**src/inc/reset_boot_pkg.sv**
```systemverilog
// constants and types shared by the reset and boot pin logic
//
// Contract
// - system reset halts, pc zero, refetch zero
// - system reset returns control registers defaults
// - reset pin open-drain, device pulls low only
// - power-on reset halts, pc zero, refetch zero
// - power-on also reinitialises pll control registers
// - memory select low internal, high external
// - nmi interrupts despite global interrupt mask
// - nmi sense set by programmable polarity
// - compare outputs follow pwm and action control
// - unmasked low fault tristates six compare outputs
// - compare outputs stay tristated until software enables
// - every reset makes spi pins inputs
// - fault tristate acts without clock edge
package reset_boot_pkg;

  // ----------------------------------------
  // register map
  // ----------------------------------------
  localparam logic [3:0] addr_control      = 4'h0;
  localparam logic [3:0] addr_action       = 4'h1;
  localparam logic [3:0] addr_pwm_level    = 4'h2;
  localparam logic [3:0] addr_spi_dir      = 4'h3;
  localparam logic [3:0] addr_pll_control  = 4'h4;
  localparam logic [3:0] addr_irq_status   = 4'h5;
  localparam logic [3:0] addr_irq_mask     = 4'h6;
  localparam logic [3:0] addr_pin_status   = 4'h7;
  localparam logic [3:0] addr_soft_reset   = 4'h8;

  // ----------------------------------------
  // control register fields
  // ----------------------------------------
  localparam int ctl_global_interrupt_mask = 0;
  localparam int ctl_nmi_polarity          = 1;
  localparam int ctl_nmi_edge              = 2;
  localparam int ctl_fault_unmask          = 3;
  localparam int ctl_compare_enable        = 4;

  // ----------------------------------------
  // interrupt status fields
  // ----------------------------------------
  localparam int irq_nmi   = 0;
  localparam int irq_fault = 1;
  localparam int irq_reset = 2;

  // ----------------------------------------
  // reset values
  // ----------------------------------------
  localparam logic [15:0] control_reset     = 16'h0001;
  localparam logic [11:0] action_reset      = 12'h000;
  localparam logic [5:0]  pwm_level_reset   = 6'h00;
  localparam logic [3:0]  spi_dir_reset     = 4'h0;
  localparam logic [15:0] pll_control_reset = 16'h0000;
  localparam logic [2:0]  irq_mask_reset    = 3'h0;
  localparam logic [31:0] program_counter_reset = 32'h0000_0000;

  // ----------------------------------------
  // timing
  // ----------------------------------------
  localparam int clk_period_ns       = 25;
  localparam int soft_reset_time_ns  = 200;
  localparam int soft_reset_cycles   = (soft_reset_time_ns + clk_period_ns - 1) / clk_period_ns;

  typedef enum logic [1:0] {
    st_held    = 2'b00,
    st_fetch   = 2'b01,
    st_run     = 2'b10
  } run_state_t;

  function automatic logic [1:0] action_field(input logic [11:0] act, input int idx);
    action_field = act[idx*2 +: 2];
  endfunction

endpackage

```
**src/reset_sync.sv**
```systemverilog
// two-stage reset release synchroniser
`timescale 1ns/1ps
module reset_sync
  import reset_boot_pkg::*;
(
  input  wire logic clk,
  input  wire logic async_reset_n,
  output logic      sync_reset_n
);

  logic stage1;

  // ----------------------------------------
  // release synchronised to clk
  // ----------------------------------------
  always_ff @(posedge clk or negedge async_reset_n) begin
    if (!async_reset_n) begin
      stage1       <= 1'b0;
      sync_reset_n <= 1'b0;
    end else begin
      stage1       <= 1'b1;
      sync_reset_n <= stage1;
    end
  end

endmodule

```
**src/reset_boot_pin_control.sv**
```systemverilog
// reset, boot select, nmi and compare/spi pin control
`timescale 1ns/1ps
module reset_boot_pin_control
  import reset_boot_pkg::*;
(
  input  wire logic        clk,
  input  wire logic        reset_n,
  input  wire logic        system_reset_in_n,
  output logic             system_reset_out_en,
  input  wire logic        power_on_reset_in_n,
  input  wire logic        program_memory_select,
  input  wire logic        nmi_in,
  input  wire logic        power_drive_fault_in_n,
  input  wire logic [5:0]  compare_pwm_level,
  input  wire logic        cpu_interrupt_ack,
  input  wire logic [3:0]  reg_addr,
  input  wire logic [15:0] reg_wdata,
  input  wire logic        reg_write,
  input  wire logic        reg_read,
  output logic [15:0]      reg_rdata,
  output logic             core_reset_n,
  output logic             pll_reset_n,
  output logic [31:0]      program_counter,
  output logic             fetch_external,
  output logic             fetch_active,
  output logic             nmi_request,
  output logic             maskable_gate,
  output logic             irq,
  output logic [5:0]       full_compare_outputs,
  output logic [5:0]       full_compare_out_en,
  output logic [3:0]       spi_pin_out_en
);

  // ----------------------------------------
  // reset combining
  // ----------------------------------------
  logic any_reset_n;
  logic por_reset_n;
  logic sys_sync_n;
  logic por_sync_n;
  logic soft_pull;

  assign any_reset_n = reset_n & system_reset_in_n & power_on_reset_in_n;
  assign por_reset_n = reset_n & power_on_reset_in_n;

  reset_sync u_sys_sync (
    .clk           (clk),
    .async_reset_n (any_reset_n),
    .sync_reset_n  (sys_sync_n)
  );

  reset_sync u_por_sync (
    .clk           (clk),
    .async_reset_n (por_reset_n),
    .sync_reset_n  (por_sync_n)
  );

  // ----------------------------------------
  // register state
  // ----------------------------------------
  logic [15:0] control;
  logic [11:0] action;
  logic [5:0]  pwm_level;
  logic [3:0]  spi_dir;
  logic [2:0]  irq_status;
  logic [2:0]  irq_mask;
  logic [15:0] next_control;
  logic [11:0] next_action;
  logic [3:0]  next_spi_dir;
  logic [2:0]  next_irq_status;
  logic [2:0]  next_irq_mask;
  logic [15:0] next_rdata;
  logic [15:0] pll_control;
  logic [15:0] next_pll_control;
  logic [7:0]  soft_count;
  logic [7:0]  next_soft_count;
  logic        nmi_prev;
  logic        nmi_active;
  logic        nmi_event;
  logic        fault_event;
  logic        fault_prev;

  assign nmi_active  = nmi_in ^ ~control[ctl_nmi_polarity];
  assign nmi_event   = control[ctl_nmi_edge] ? (nmi_active & ~nmi_prev) : nmi_active;
  assign fault_event = ~power_drive_fault_in_n & fault_prev;

  always_comb begin
    next_control     = control;
    next_action      = action;
    next_spi_dir     = spi_dir;
    next_irq_mask    = irq_mask;
    next_pll_control = pll_control;
    next_irq_status  = irq_status;
    next_soft_count  = (soft_count != 8'h00) ? soft_count - 8'h01 : 8'h00;
    next_rdata       = 16'h0000;
    if (reg_write) begin
      case (reg_addr)
        addr_control:     next_control     = reg_wdata;
        addr_action:      next_action      = reg_wdata[11:0];
        addr_spi_dir:     next_spi_dir     = reg_wdata[3:0];
        addr_pll_control: next_pll_control = reg_wdata;
        addr_irq_status:  next_irq_status  = irq_status & ~reg_wdata[2:0];
        addr_irq_mask:    next_irq_mask    = reg_wdata[2:0];
        addr_soft_reset:  next_soft_count  = reg_wdata[0] ? 8'(soft_reset_cycles) : soft_count;
        default:          next_soft_count  = next_soft_count;
      endcase
    end
    // set wins over clear
    if (nmi_event) begin
      next_irq_status[irq_nmi] = 1'b1;
    end
    if (fault_event) begin
      next_irq_status[irq_fault] = 1'b1;
    end
    if (reg_read) begin
      case (reg_addr)
        addr_control:     next_rdata = control;
        addr_action:      next_rdata = {4'h0, action};
        addr_pwm_level:   next_rdata = {10'h000, pwm_level};
        addr_spi_dir:     next_rdata = {12'h000, spi_dir};
        addr_pll_control: next_rdata = pll_control;
        addr_irq_status:  next_rdata = {13'h0000, irq_status};
        addr_irq_mask:    next_rdata = {13'h0000, irq_mask};
        addr_pin_status:  next_rdata = {11'h000, program_memory_select, power_drive_fault_in_n,
                                        nmi_in, system_reset_in_n, power_on_reset_in_n};
        default:          next_rdata = 16'h0000;
      endcase
    end
  end

  // ----------------------------------------
  // registers cleared by any reset
  // ----------------------------------------
  always_ff @(posedge clk or negedge sys_sync_n) begin
    if (!sys_sync_n) begin
      control    <= control_reset;
      action     <= action_reset;
      spi_dir    <= spi_dir_reset;
      irq_mask   <= irq_mask_reset;
      irq_status <= 3'b100;
      reg_rdata  <= 16'h0000;
      nmi_prev   <= 1'b0;
      fault_prev <= 1'b0;
      pwm_level  <= pwm_level_reset;
    end else begin
      control    <= next_control;
      action     <= next_action;
      spi_dir    <= next_spi_dir;
      irq_mask   <= next_irq_mask;
      irq_status <= next_irq_status;
      reg_rdata  <= next_rdata;
      nmi_prev   <= nmi_active;
      fault_prev <= power_drive_fault_in_n;
      pwm_level  <= compare_pwm_level;
    end
  end

  // ----------------------------------------
  // pll control and soft reset count, reset by power-on reset or reset_n only
  // ----------------------------------------
  always_ff @(posedge clk or negedge por_sync_n) begin
    if (!por_sync_n) begin
      pll_control <= pll_control_reset;
      soft_count  <= 8'h00;
    end else begin
      pll_control <= next_pll_control;
      soft_count  <= next_soft_count;
    end
  end

  assign soft_pull = (soft_count != 8'h00);

  // ----------------------------------------
  // program flow and outputs
  // ----------------------------------------
  run_state_t  state;
  run_state_t  next_state;
  logic [31:0] next_pc;
  logic [5:0]  next_cmp;
  logic        pwm_allowed;

  always_comb begin
    next_state = state;
    next_pc    = program_counter;
    case (state)
      st_held: begin
        next_state = st_fetch;
        next_pc    = program_counter_reset;
      end
      st_fetch: begin
        next_state = st_run;
        next_pc    = program_counter + 32'h1;
      end
      st_run:  next_pc = program_counter + 32'h1;
      default: next_state = st_held;
    endcase
    pwm_allowed = control[ctl_compare_enable];
    for (int i = 0; i < 6; i++) begin
      case (action_field(action, i))
        2'b00:   next_cmp[i] = 1'b0;
        2'b01:   next_cmp[i] = ~pwm_level[i];
        2'b10:   next_cmp[i] = pwm_level[i];
        default: next_cmp[i] = 1'b1;
      endcase
    end
  end

  always_ff @(posedge clk or negedge sys_sync_n) begin
    if (!sys_sync_n) begin
      state                <= st_held;
      program_counter      <= program_counter_reset;
      fetch_active         <= 1'b0;
      fetch_external       <= 1'b0;
      nmi_request          <= 1'b0;
      maskable_gate        <= 1'b0;
      irq                  <= 1'b0;
      full_compare_outputs <= 6'h00;
      spi_pin_out_en       <= 4'h0;
      core_reset_n         <= 1'b0;
    end else begin
      state                <= next_state;
      program_counter      <= next_pc;
      fetch_active         <= 1'b1;
      fetch_external       <= program_memory_select;
      nmi_request          <= next_irq_status[irq_nmi] & ~cpu_interrupt_ack;
      maskable_gate        <= ~control[ctl_global_interrupt_mask];
      irq                  <= |(next_irq_status & next_irq_mask);
      full_compare_outputs <= next_cmp;
      spi_pin_out_en       <= spi_dir;
      core_reset_n         <= 1'b1;
    end
  end

  // tristate enable, cleared at once by unmasked fault
  logic fault_now_n;
  assign fault_now_n = sys_sync_n & ~(~power_drive_fault_in_n & control[ctl_fault_unmask]);

  always_ff @(posedge clk or negedge fault_now_n) begin
    if (!fault_now_n) begin
      full_compare_out_en <= 6'h00;
    end else begin
      full_compare_out_en <= {6{pwm_allowed}};
    end
  end

  // ----------------------------------------
  // open-drain reset pin and pll reset
  // ----------------------------------------
  always_ff @(posedge clk or negedge reset_n) begin
    if (!reset_n) begin
      system_reset_out_en <= 1'b1;
      pll_reset_n         <= 1'b0;
    end else begin
      system_reset_out_en <= soft_pull | ~por_sync_n;
      pll_reset_n         <= por_sync_n;
    end
  end

  // ----------------------------------------
  // checks
  // ----------------------------------------
  a_pc_zero_hold: assert property (@(posedge clk) disable iff (!reset_n)
    !sys_sync_n |-> program_counter == 32'h0) else $error("pc not zero in reset");
  a_fetch_after_release: assert property (@(posedge clk) disable iff (!reset_n)
    $rose(sys_sync_n) |-> program_counter == 32'h0 ##1 program_counter == 32'h0 ##1 program_counter == 32'h1)
    else $error("bad restart");
  a_pll_por_only: assert property (@(posedge clk) disable iff (!por_sync_n)
    (por_sync_n && $stable(pll_control) && !reg_write) |=> pll_control == $past(pll_control))
    else $error("pll changed");
  a_memsel_follow: assert property (@(posedge clk) disable iff (!sys_sync_n)
    $past(sys_sync_n) |-> fetch_external == $past(program_memory_select)) else $error("memsel");
  a_nmi_ignores_mask: assert property (@(posedge clk) disable iff (!sys_sync_n)
    (nmi_event && !cpu_interrupt_ack) |=> nmi_request) else $error("nmi lost");
  a_fault_tristate: assert property (@(posedge clk) disable iff (!reset_n)
    (!power_drive_fault_in_n && control[ctl_fault_unmask]) |-> full_compare_out_en == 6'h00)
    else $error("fault not tristated");
  a_cmp_disabled: assert property (@(posedge clk) disable iff (!sys_sync_n)
    !control[ctl_compare_enable] |=> full_compare_out_en == 6'h00) else $error("cmp driven");
  a_spi_inputs: assert property (@(posedge clk) disable iff (!reset_n)
    !sys_sync_n |-> spi_pin_out_en == 4'h0) else $error("spi driven in reset");
  a_reset_pin_por: assert property (@(posedge clk) disable iff (!reset_n)
    !por_sync_n |=> system_reset_out_en) else $error("reset pin not pulled");

endmodule

```
**config.mk**
```make
export PLATFORM = sky130hd
export DESIGN_NAME = reset_boot_pin_control
export DESIGN_NICKNAME = d
export VERILOG_FILES = /design/src/inc/reset_boot_pkg.sv /design/src/reset_sync.sv /design/src/reset_boot_pin_control.sv
export SDC_FILE = /design/constraint.sdc
export NUM_CORES = 1
export LEC_CHECK = 0
export ABC_AREA = 1
export BUFFER_PORTS_ARGS = -buffer_cell sky130_fd_sc_hd__buf_2
export CAP_MARGIN = 10
export CORE_MARGIN = 4
export CORE_UTILIZATION = 30
export CTS_CLUSTER_SIZE = 10
export DETAILED_ROUTE_END_ITERATION = 10
export HOLD_SLACK_MARGIN = 0.06
export PLACE_DENSITY_LB_ADDON = 0.15
export SYNTH_ARGS = -nofsm -noshare
export SYNTH_HDL_FRONTEND = slang
export SYNTH_SLANG_ARGS = --single-unit
```
**constraint.sdc**
```tcl
create_clock -name clk -period 3.7 [get_ports clk]
set_input_delay 0.185 -clock clk [delete_from_list [all_inputs] [get_ports clk]]
set_output_delay 0.185 -clock clk [all_outputs]
set_load 0.005 [all_outputs]
```
==> impl_results.md, run 1 <==
- Fin Clk Skew: 0.00643 ns
- Dpl cells: 1143
- Total GRT Usage: 15.0%
- Req. time, crit path: 4.00 ns
- Clk pwr share: 41.5%
- Main flop type after synthesis: dfrtp_1
- Internal power: 2.98 mW
- P_sw: 1.10 mW
- Register area share after synthesis: 55.4%
- DRC: 0
- Area after DPL: 7210 um2
- Initial antenna violation count: 0
- Critical-path cell list: inv_1 -> ha_1 -> nor2_1 -> inv_1 -> o21ai_0 -> o21ai_0 -> o21ai_0 -> inv_1
- Sw Share: 26.9%
- Die area: 23800 um2
- Worst Reg-to-Reg Cells: 8
- Port Buf Inserts: 107
- Hpwl dp: 12700 um
- Routed WL per cell: 14.5 um
- Final worst-path cycle share: 58.3%
- Slew margin rel.: 49.3%
- GPL Wtd Cong: 0.844
- Largest net degree at the start of global routing: 62
- Power per cell area: 510 nW/um2
- Comb power frac: 12.1%
- Pre-antenna DRT Iters: 4
- Die H: 154 um
- Critical path fanouts, max: 26
- Mean area per synthesized cell: 8.27 um2
- Yosys warnings: 0
- Post-Layout Cell Count: 1197
- Leak pwr: 4.16 nW
- CTS Buf Count: 17
- DR iter-0 viols: 191
- Status: completed
- First-pass GRT wire length: 28400 um
- Final WL: 17400 um
- Worst-margin pin slew: 0.759 ns
- CTS tree: built
- Worst setup path category: reg -> reg
- Die width: 154 um
- H-Tree Depth: 4
- Worst setup EP type: register
- DR vias/cell: 4.42
- Clock transition at the registers of the reported paths: 0.06 ns
- Share of flip-flops with an asynchronous set or reset: 100%
- Post_cts resized: 0
- Clock sink total: 142
- Max incr delay on CP: 0.42 ns
- Via count: 5296
- Worst Hold Class: in -> async
- Worst vdd ir: 0.283 mV
- Post-layout min period: 2.16 ns
- Max Freq: 463 MHz
- Initial Util: 30.6%
- Congestion Overflow GR: 0
- Post-CTS Setup Repair Bufs: 0
- Max Cap Violations: 0
- Area grow syn2layout: 24.6%
- Flops & latches, synth: 142
- Max-slew violation count: 0
- NumNets Final: 952
- Post-route ant nets: 0
- Final instance area: 8010 um2
- CP startpoint kind: register
- Final Hold Fails: 0
- Synth unique cells: 37
- Slowest-stage cell, CP: inv_1
- Core footprint: 21000 um2
- Crit path arrival time: 2.46 ns
- Post-Route Setup TNS: 0 ns
- Vias in the first global route: 5325
- Sequential Power Share: 46.4%
- I/O pins: 108
- Ant diodes: 0
- Post-Syn Instances: 777
- Share of layout cells above drive strength 1: 17.9%
- Mapped Area: 6430 um2
- Commonest non-fill, non-tap cell in the layout: nand2_1
- Commonest non-fill, non-tap cells in the layout: nand2_1, dfrtp_1, buf_2
- CTS max path bufs: 2
- RSZ-0062 raised after global routing: no
- Number of flops mapped to enable cells by yosys: 0
- Final setup fails: 0
- Clock Latency Late Sink: 0.42 ns
- # rows: 53
- Root Buffer: clkbuf_16
per-stage QoR:
stage	setup WS (ns)	hold slack [ns]	utilization [%]	power, mW
floorplan	0.309	-0.111	-	2.23
global placement	1.60	-0.0197	34.3	2.40
detailed placement	1.55	-0.0191	34.3	2.41
CTS	1.51	0.0601	38.1	4.15
global route	1.24	0.0755	38.1	4.33
finish	1.54	0.0761	38.1	4.09
cells by family (layout without fill, tap and decap cells):
logic type	Yosys count	count (layout)	share of synthesized area, %
AO/OA/AOI/OAI	122	122	9.85
adder cells (fa/ha/maj)	7	7	1.36
flip-flops	142	142	55.4
other	1	3	0.0584
buffers and inverters	110	253	7.44
AND/OR/NAND/NOR	391	391	25.4
XOR/XNOR	4	4	0.545
per-layer routing:
layer,global-route usage (%),vias up,part of all wire [%]
li1,-,2714,-
met2,24.8,91,47
met3,3.72,14,4.1
met5,0,-,0
met1,20.2,2477,48
met4,3.32,0,1.0
final cells by class:
type	instances	area (um2)
inverters	90	340
repair buffers	131	783
fillers	2190	13000
clock inverters	13	139
well taps	275	344
multi-input cells	527	2400
flip-flops and latches	142	3560
clock buffers	19	443
timing repair:
action,4_1_cts,5_1_grt
endpoints found under the setup margin,0,0
hold buffers,22,0
hold endpoints to repair,31,0
synthesized netlist by cell type, types with 5 or more instances:
library cell / n / area, um2
ha_1: 7 / 87.6
nor2_4: 5 / 56.3
o21ai_0: 73 / 365
nor2_1: 87 / 327
o21ai_1: 8 / 40.0
dfrtp_1: 139 / 3480
nand2_1: 230 / 863
buf_4: 8 / 60.1
buf_2: 7 / 35.0
nand2_2: 6 / 37.5
a21oi_1: 31 / 155
nand3_1: 45 / 225
inv_1: 86 / 323
registers in the layout, summed over array words and instances, names as in the netlist, 2 cells and up:
register,count
pwm_level,6
program_counter,32
spi_pin_out_en,4
irq_status,3
spi_dir,4
state,2
irq_mask,3
reg_rdata,16
control,16
soft_count,8
full_compare_outputs,6
action,12
pll_control,16
critical path: cells and delay by family, from the launching register on:
kind                       cells  cell delay (ns)
buffers and inverters          3             0.56
DFF                            1             0.39
AOI/OAI and AO/OA              3             0.47
adders and majority gates      1             0.34
and+or+nand+nor                1             0.28
path summary, 6_finish.rpt:
kind                                            to  slack, ns               startpoint
worst max-delay path            program_counter[4]       1.54                 state[0]
worst min register to register       soft_count[2]       0.20  u_por_sync.sync_reset_n
worst max register to register  program_counter[4]       1.54                 state[0]
min in group clk                   pll_control[10]       0.08            reg_wdata[10]
max in group asynchronous             reg_rdata[5]       2.53  u_sys_sync.sync_reset_n
worst min-delay path                   pll_reset_n       0.08                  reset_n
power by group through the flow:
| stage | clock network [mW] | registers (mW) | logic [mW] |
|---|---|---|---|
| after CTS | 1.75 | 1.90 | 0.508 |
| final | 1.69 | 1.89 | 0.496 |
| after detailed placement | 0 | 1.92 | 0.488 |
| after global routing | 1.82 | 1.93 | 0.587 |
| after global placement | 0 | 1.92 | 0.482 |
| after floorplan | 0 | 1.90 | 0.325 |
No activity file was read; power rests on OpenSTA's default activity.
==> run 2, diff against run 1 <==
==> constraint.sdc (replaced) <==
create_clock -name clk -period 1.9 [get_ports clk]
set_input_delay 0.095 -clock clk [delete_from_list [all_inputs] [get_ports clk]]
set_output_delay 0.095 -clock clk [all_outputs]
set_load 0.005 [all_outputs]
==> impl_results.md, run 2 (synthesis gave the netlist of run 1 again) <==
- Post-layout min period: 1.64 ns (-0.522 ns)
- DR iter-0 viols: 302 (+58%)
- Tot Pwr: 8.20 mW (+100%)
- Clock transition at the registers of the reported paths: 0.06 ns (about the same)
- Slew margin rel.: 60.7% (+11 points)
- DR vias/cell: 4.44 (+0.46%)
- Largest net degree at the start of global routing: 38 (-39%)
- First-pass GRT wire length: 28600 um (+0.80%)
- GR Layer Usage met1: 20.0% (-0.17 points)
- Routed WL per cell: 14.6 um (+0.51%)
- Final setup fails: 0 (unchanged)
- Die H: 154 um (unchanged)
- Post-CTS Setup Repair Bufs: 0 (unchanged)
- Core footprint: 21000 um2 (unchanged)
- Max Freq: 611 MHz (+32%)
- Max incr delay on CP: 0.39 ns (-0.03 ns)
- Worst vdd ir: 0.644 mV (+130%)
- Initial antenna violation count: 0 (unchanged)
- # rows: 53 (unchanged)
- Via count: 5405 (+2.1%)
- Commonest non-fill, non-tap cells in the layout: nand2_1, dfrtp_1, buf_2
- CTS max path bufs: 2 (unchanged)
- Max-slew violation count: 0 (unchanged)
- GPL Wtd Cong: 0.882 (+4.6%)
- Worst Hold Class: in -> reg
- CP startpoint kind: register
- Req. time, crit path: 2.22 ns (-1.78 ns)
- Total GRT Usage: 15.2% (+0.20 points)
- Congestion Overflow GR: 0 (unchanged)
- CTS tree: built
- Max reg flops: 32 (unchanged)
- Power per cell area: 996 nW/um2 (+95%)
- Post-Route Setup TNS: 0 ns (unchanged)
- Clock Latency Late Sink: 0.43 ns (about the same)
- DRC: 0 (unchanged)
- Root Buffer: clkbuf_16
- Port Buf Inserts: 107 (unchanged)
- RSZ-0062 raised after global routing: no
- Worst-margin pin slew: 0.587 ns (-0.172 ns)
- Final WL: 17800 um (+2.1%)
- Hpwl dp: 13400 um (+5.6%)
- Ant diodes: 0 (unchanged)
- I/O pins: 108 (unchanged)
- Commonest non-fill, non-tap cell in the layout: nand2_1
- Area grow syn2layout: 28.1%
- Layout fillers: 2147 (-2.0%)
- Vias in the first global route: 5428 (+1.9%)
- Critical-path cell list: ha_1 -> inv_2 -> nand2_1 -> nor2_4 -> nand2_2 -> nor2_1 -> nand3_1 -> nand2_1 -> nor2_1
- R2R setup slack: 0.26 ns (-1.28 ns)
- H-Tree Depth: 4 (unchanged)
- Status: completed
- Met3 global-route usage: 3.67% (-0.056 points)
- Clock sink total: 142 (unchanged)
- Max Cap Violations: 0 (unchanged)
- Critical path fanouts, max: 10 (-62%)
- Delay-heaviest family, CP: simple AND/OR/NAND/NOR gates
- Crit path arrival time: 1.96 ns (-0.50 ns)
- Most flop-heavy register: program_counter
- Share of layout cells above drive strength 1: 18.6% (+0.70 points)
- CP Buf/Inv Count: 1 (-2)
- Worst setup path category: reg -> reg
- Pre-antenna DRT Iters: 5 (+1)
- Leak pwr: 4.27 nW (+2.5%)
- NumNets Final: 972 (+2.1%)
- Final Hold Fails: 0 (unchanged)
- Met2 usage: 25.6% (+0.87 points)
- Initial Util: 30.6% (unchanged)
- Final worst-path cycle share: 86.1% (+28 points)
- Die width: 154 um (unchanged)
- Slowest-stage cell, CP: dfrtp_1
- Worst setup EP type: register
- Post-route ant nets: 0 (unchanged)
- Most Crowded Layer GR: met2
- Fin Clk Skew: 0.0210 ns (+0.0146 ns)
- CTS Buf Count: 17 (unchanged)
- Die area: 23800 um2 (unchanged)
run 2: what timing repair did:
item                                    4_1_cts  5_1_grt
hold buffers                                 31        0
gates resized for setup                       0        0
endpoints found under the setup margin        0        0
hold endpoints to repair                     63        0
run 2: path summary, 6_finish.rpt:
kind | from | end | cells after the start
worst max-delay path | state[0] | program_counter[17] | 9
worst min-delay path | reg_addr[2] | soft_count[3] | 4
worst max register to register | state[0] | program_counter[17] | 9
worst min register to register | u_sys_sync.sync_reset_n | irq_mask[2] | 0
max in group asynchronous | u_sys_sync.sync_reset_n | control[0] | 1
min in group asynchronous | power_on_reset_in_n | u_por_sync.stage1 | 4
run 2: power by group:
group          internal (mW)  leakage [nW]  switching, mW
combinational          0.426          2.18          0.593
sequential              3.43          1.80          0.238
clock                   2.25         0.294           1.26
run 2: area by class of cell:
class | instances | area, um2 | share of cell area [%]
Inverter | 90 | 340 | 4.13
Clock inverter | 11 | 165 | 2.01
Tap cell | 275 | 344 | 4.18
Sequential cell | 142 | 3560 | 43.2
Timing Repair Buffer | 151 | 968 | 11.8
Multi-Input combinational cell | 527 | 2400 | 29.1
Clock buffer | 20 | 457 | 5.55
run 2: worst reg2reg max path, cell delays in order, from the launching register on:
cell and delay (ns):
dfrtp_1 0.39, ha_1 0.22, inv_2 0.15, nand2_1 0.11, nor2_4 0.15, nand2_2 0.11
nor2_1 0.20, nand3_1 0.10, nand2_1 0.07, nor2_1 0.03
run 2: stage by stage:
stage	std cells	utilization (%)	hold slack (ns)	instance area [um2]	setup WS, ns
final	1216	39.2	0.0807	8230	0.263
after global routing	1216	39.2	0.114	8230	0.0745
after CTS	1216	39.2	0.0604	8230	0.226
after detailed placement	1154	34.7	-0.112	7300	0.237
after global placement	1154	34.7	-0.109	7300	0.284
after floorplan	779	-	-0.201	6430	0.00498
run 2: metal layers:
layer,share of wire [%],vias to the layer above
met1,47,2535
met5,0,-
met4,0.74,0
met3,4.1,7
li1,-,2747
met2,48,116
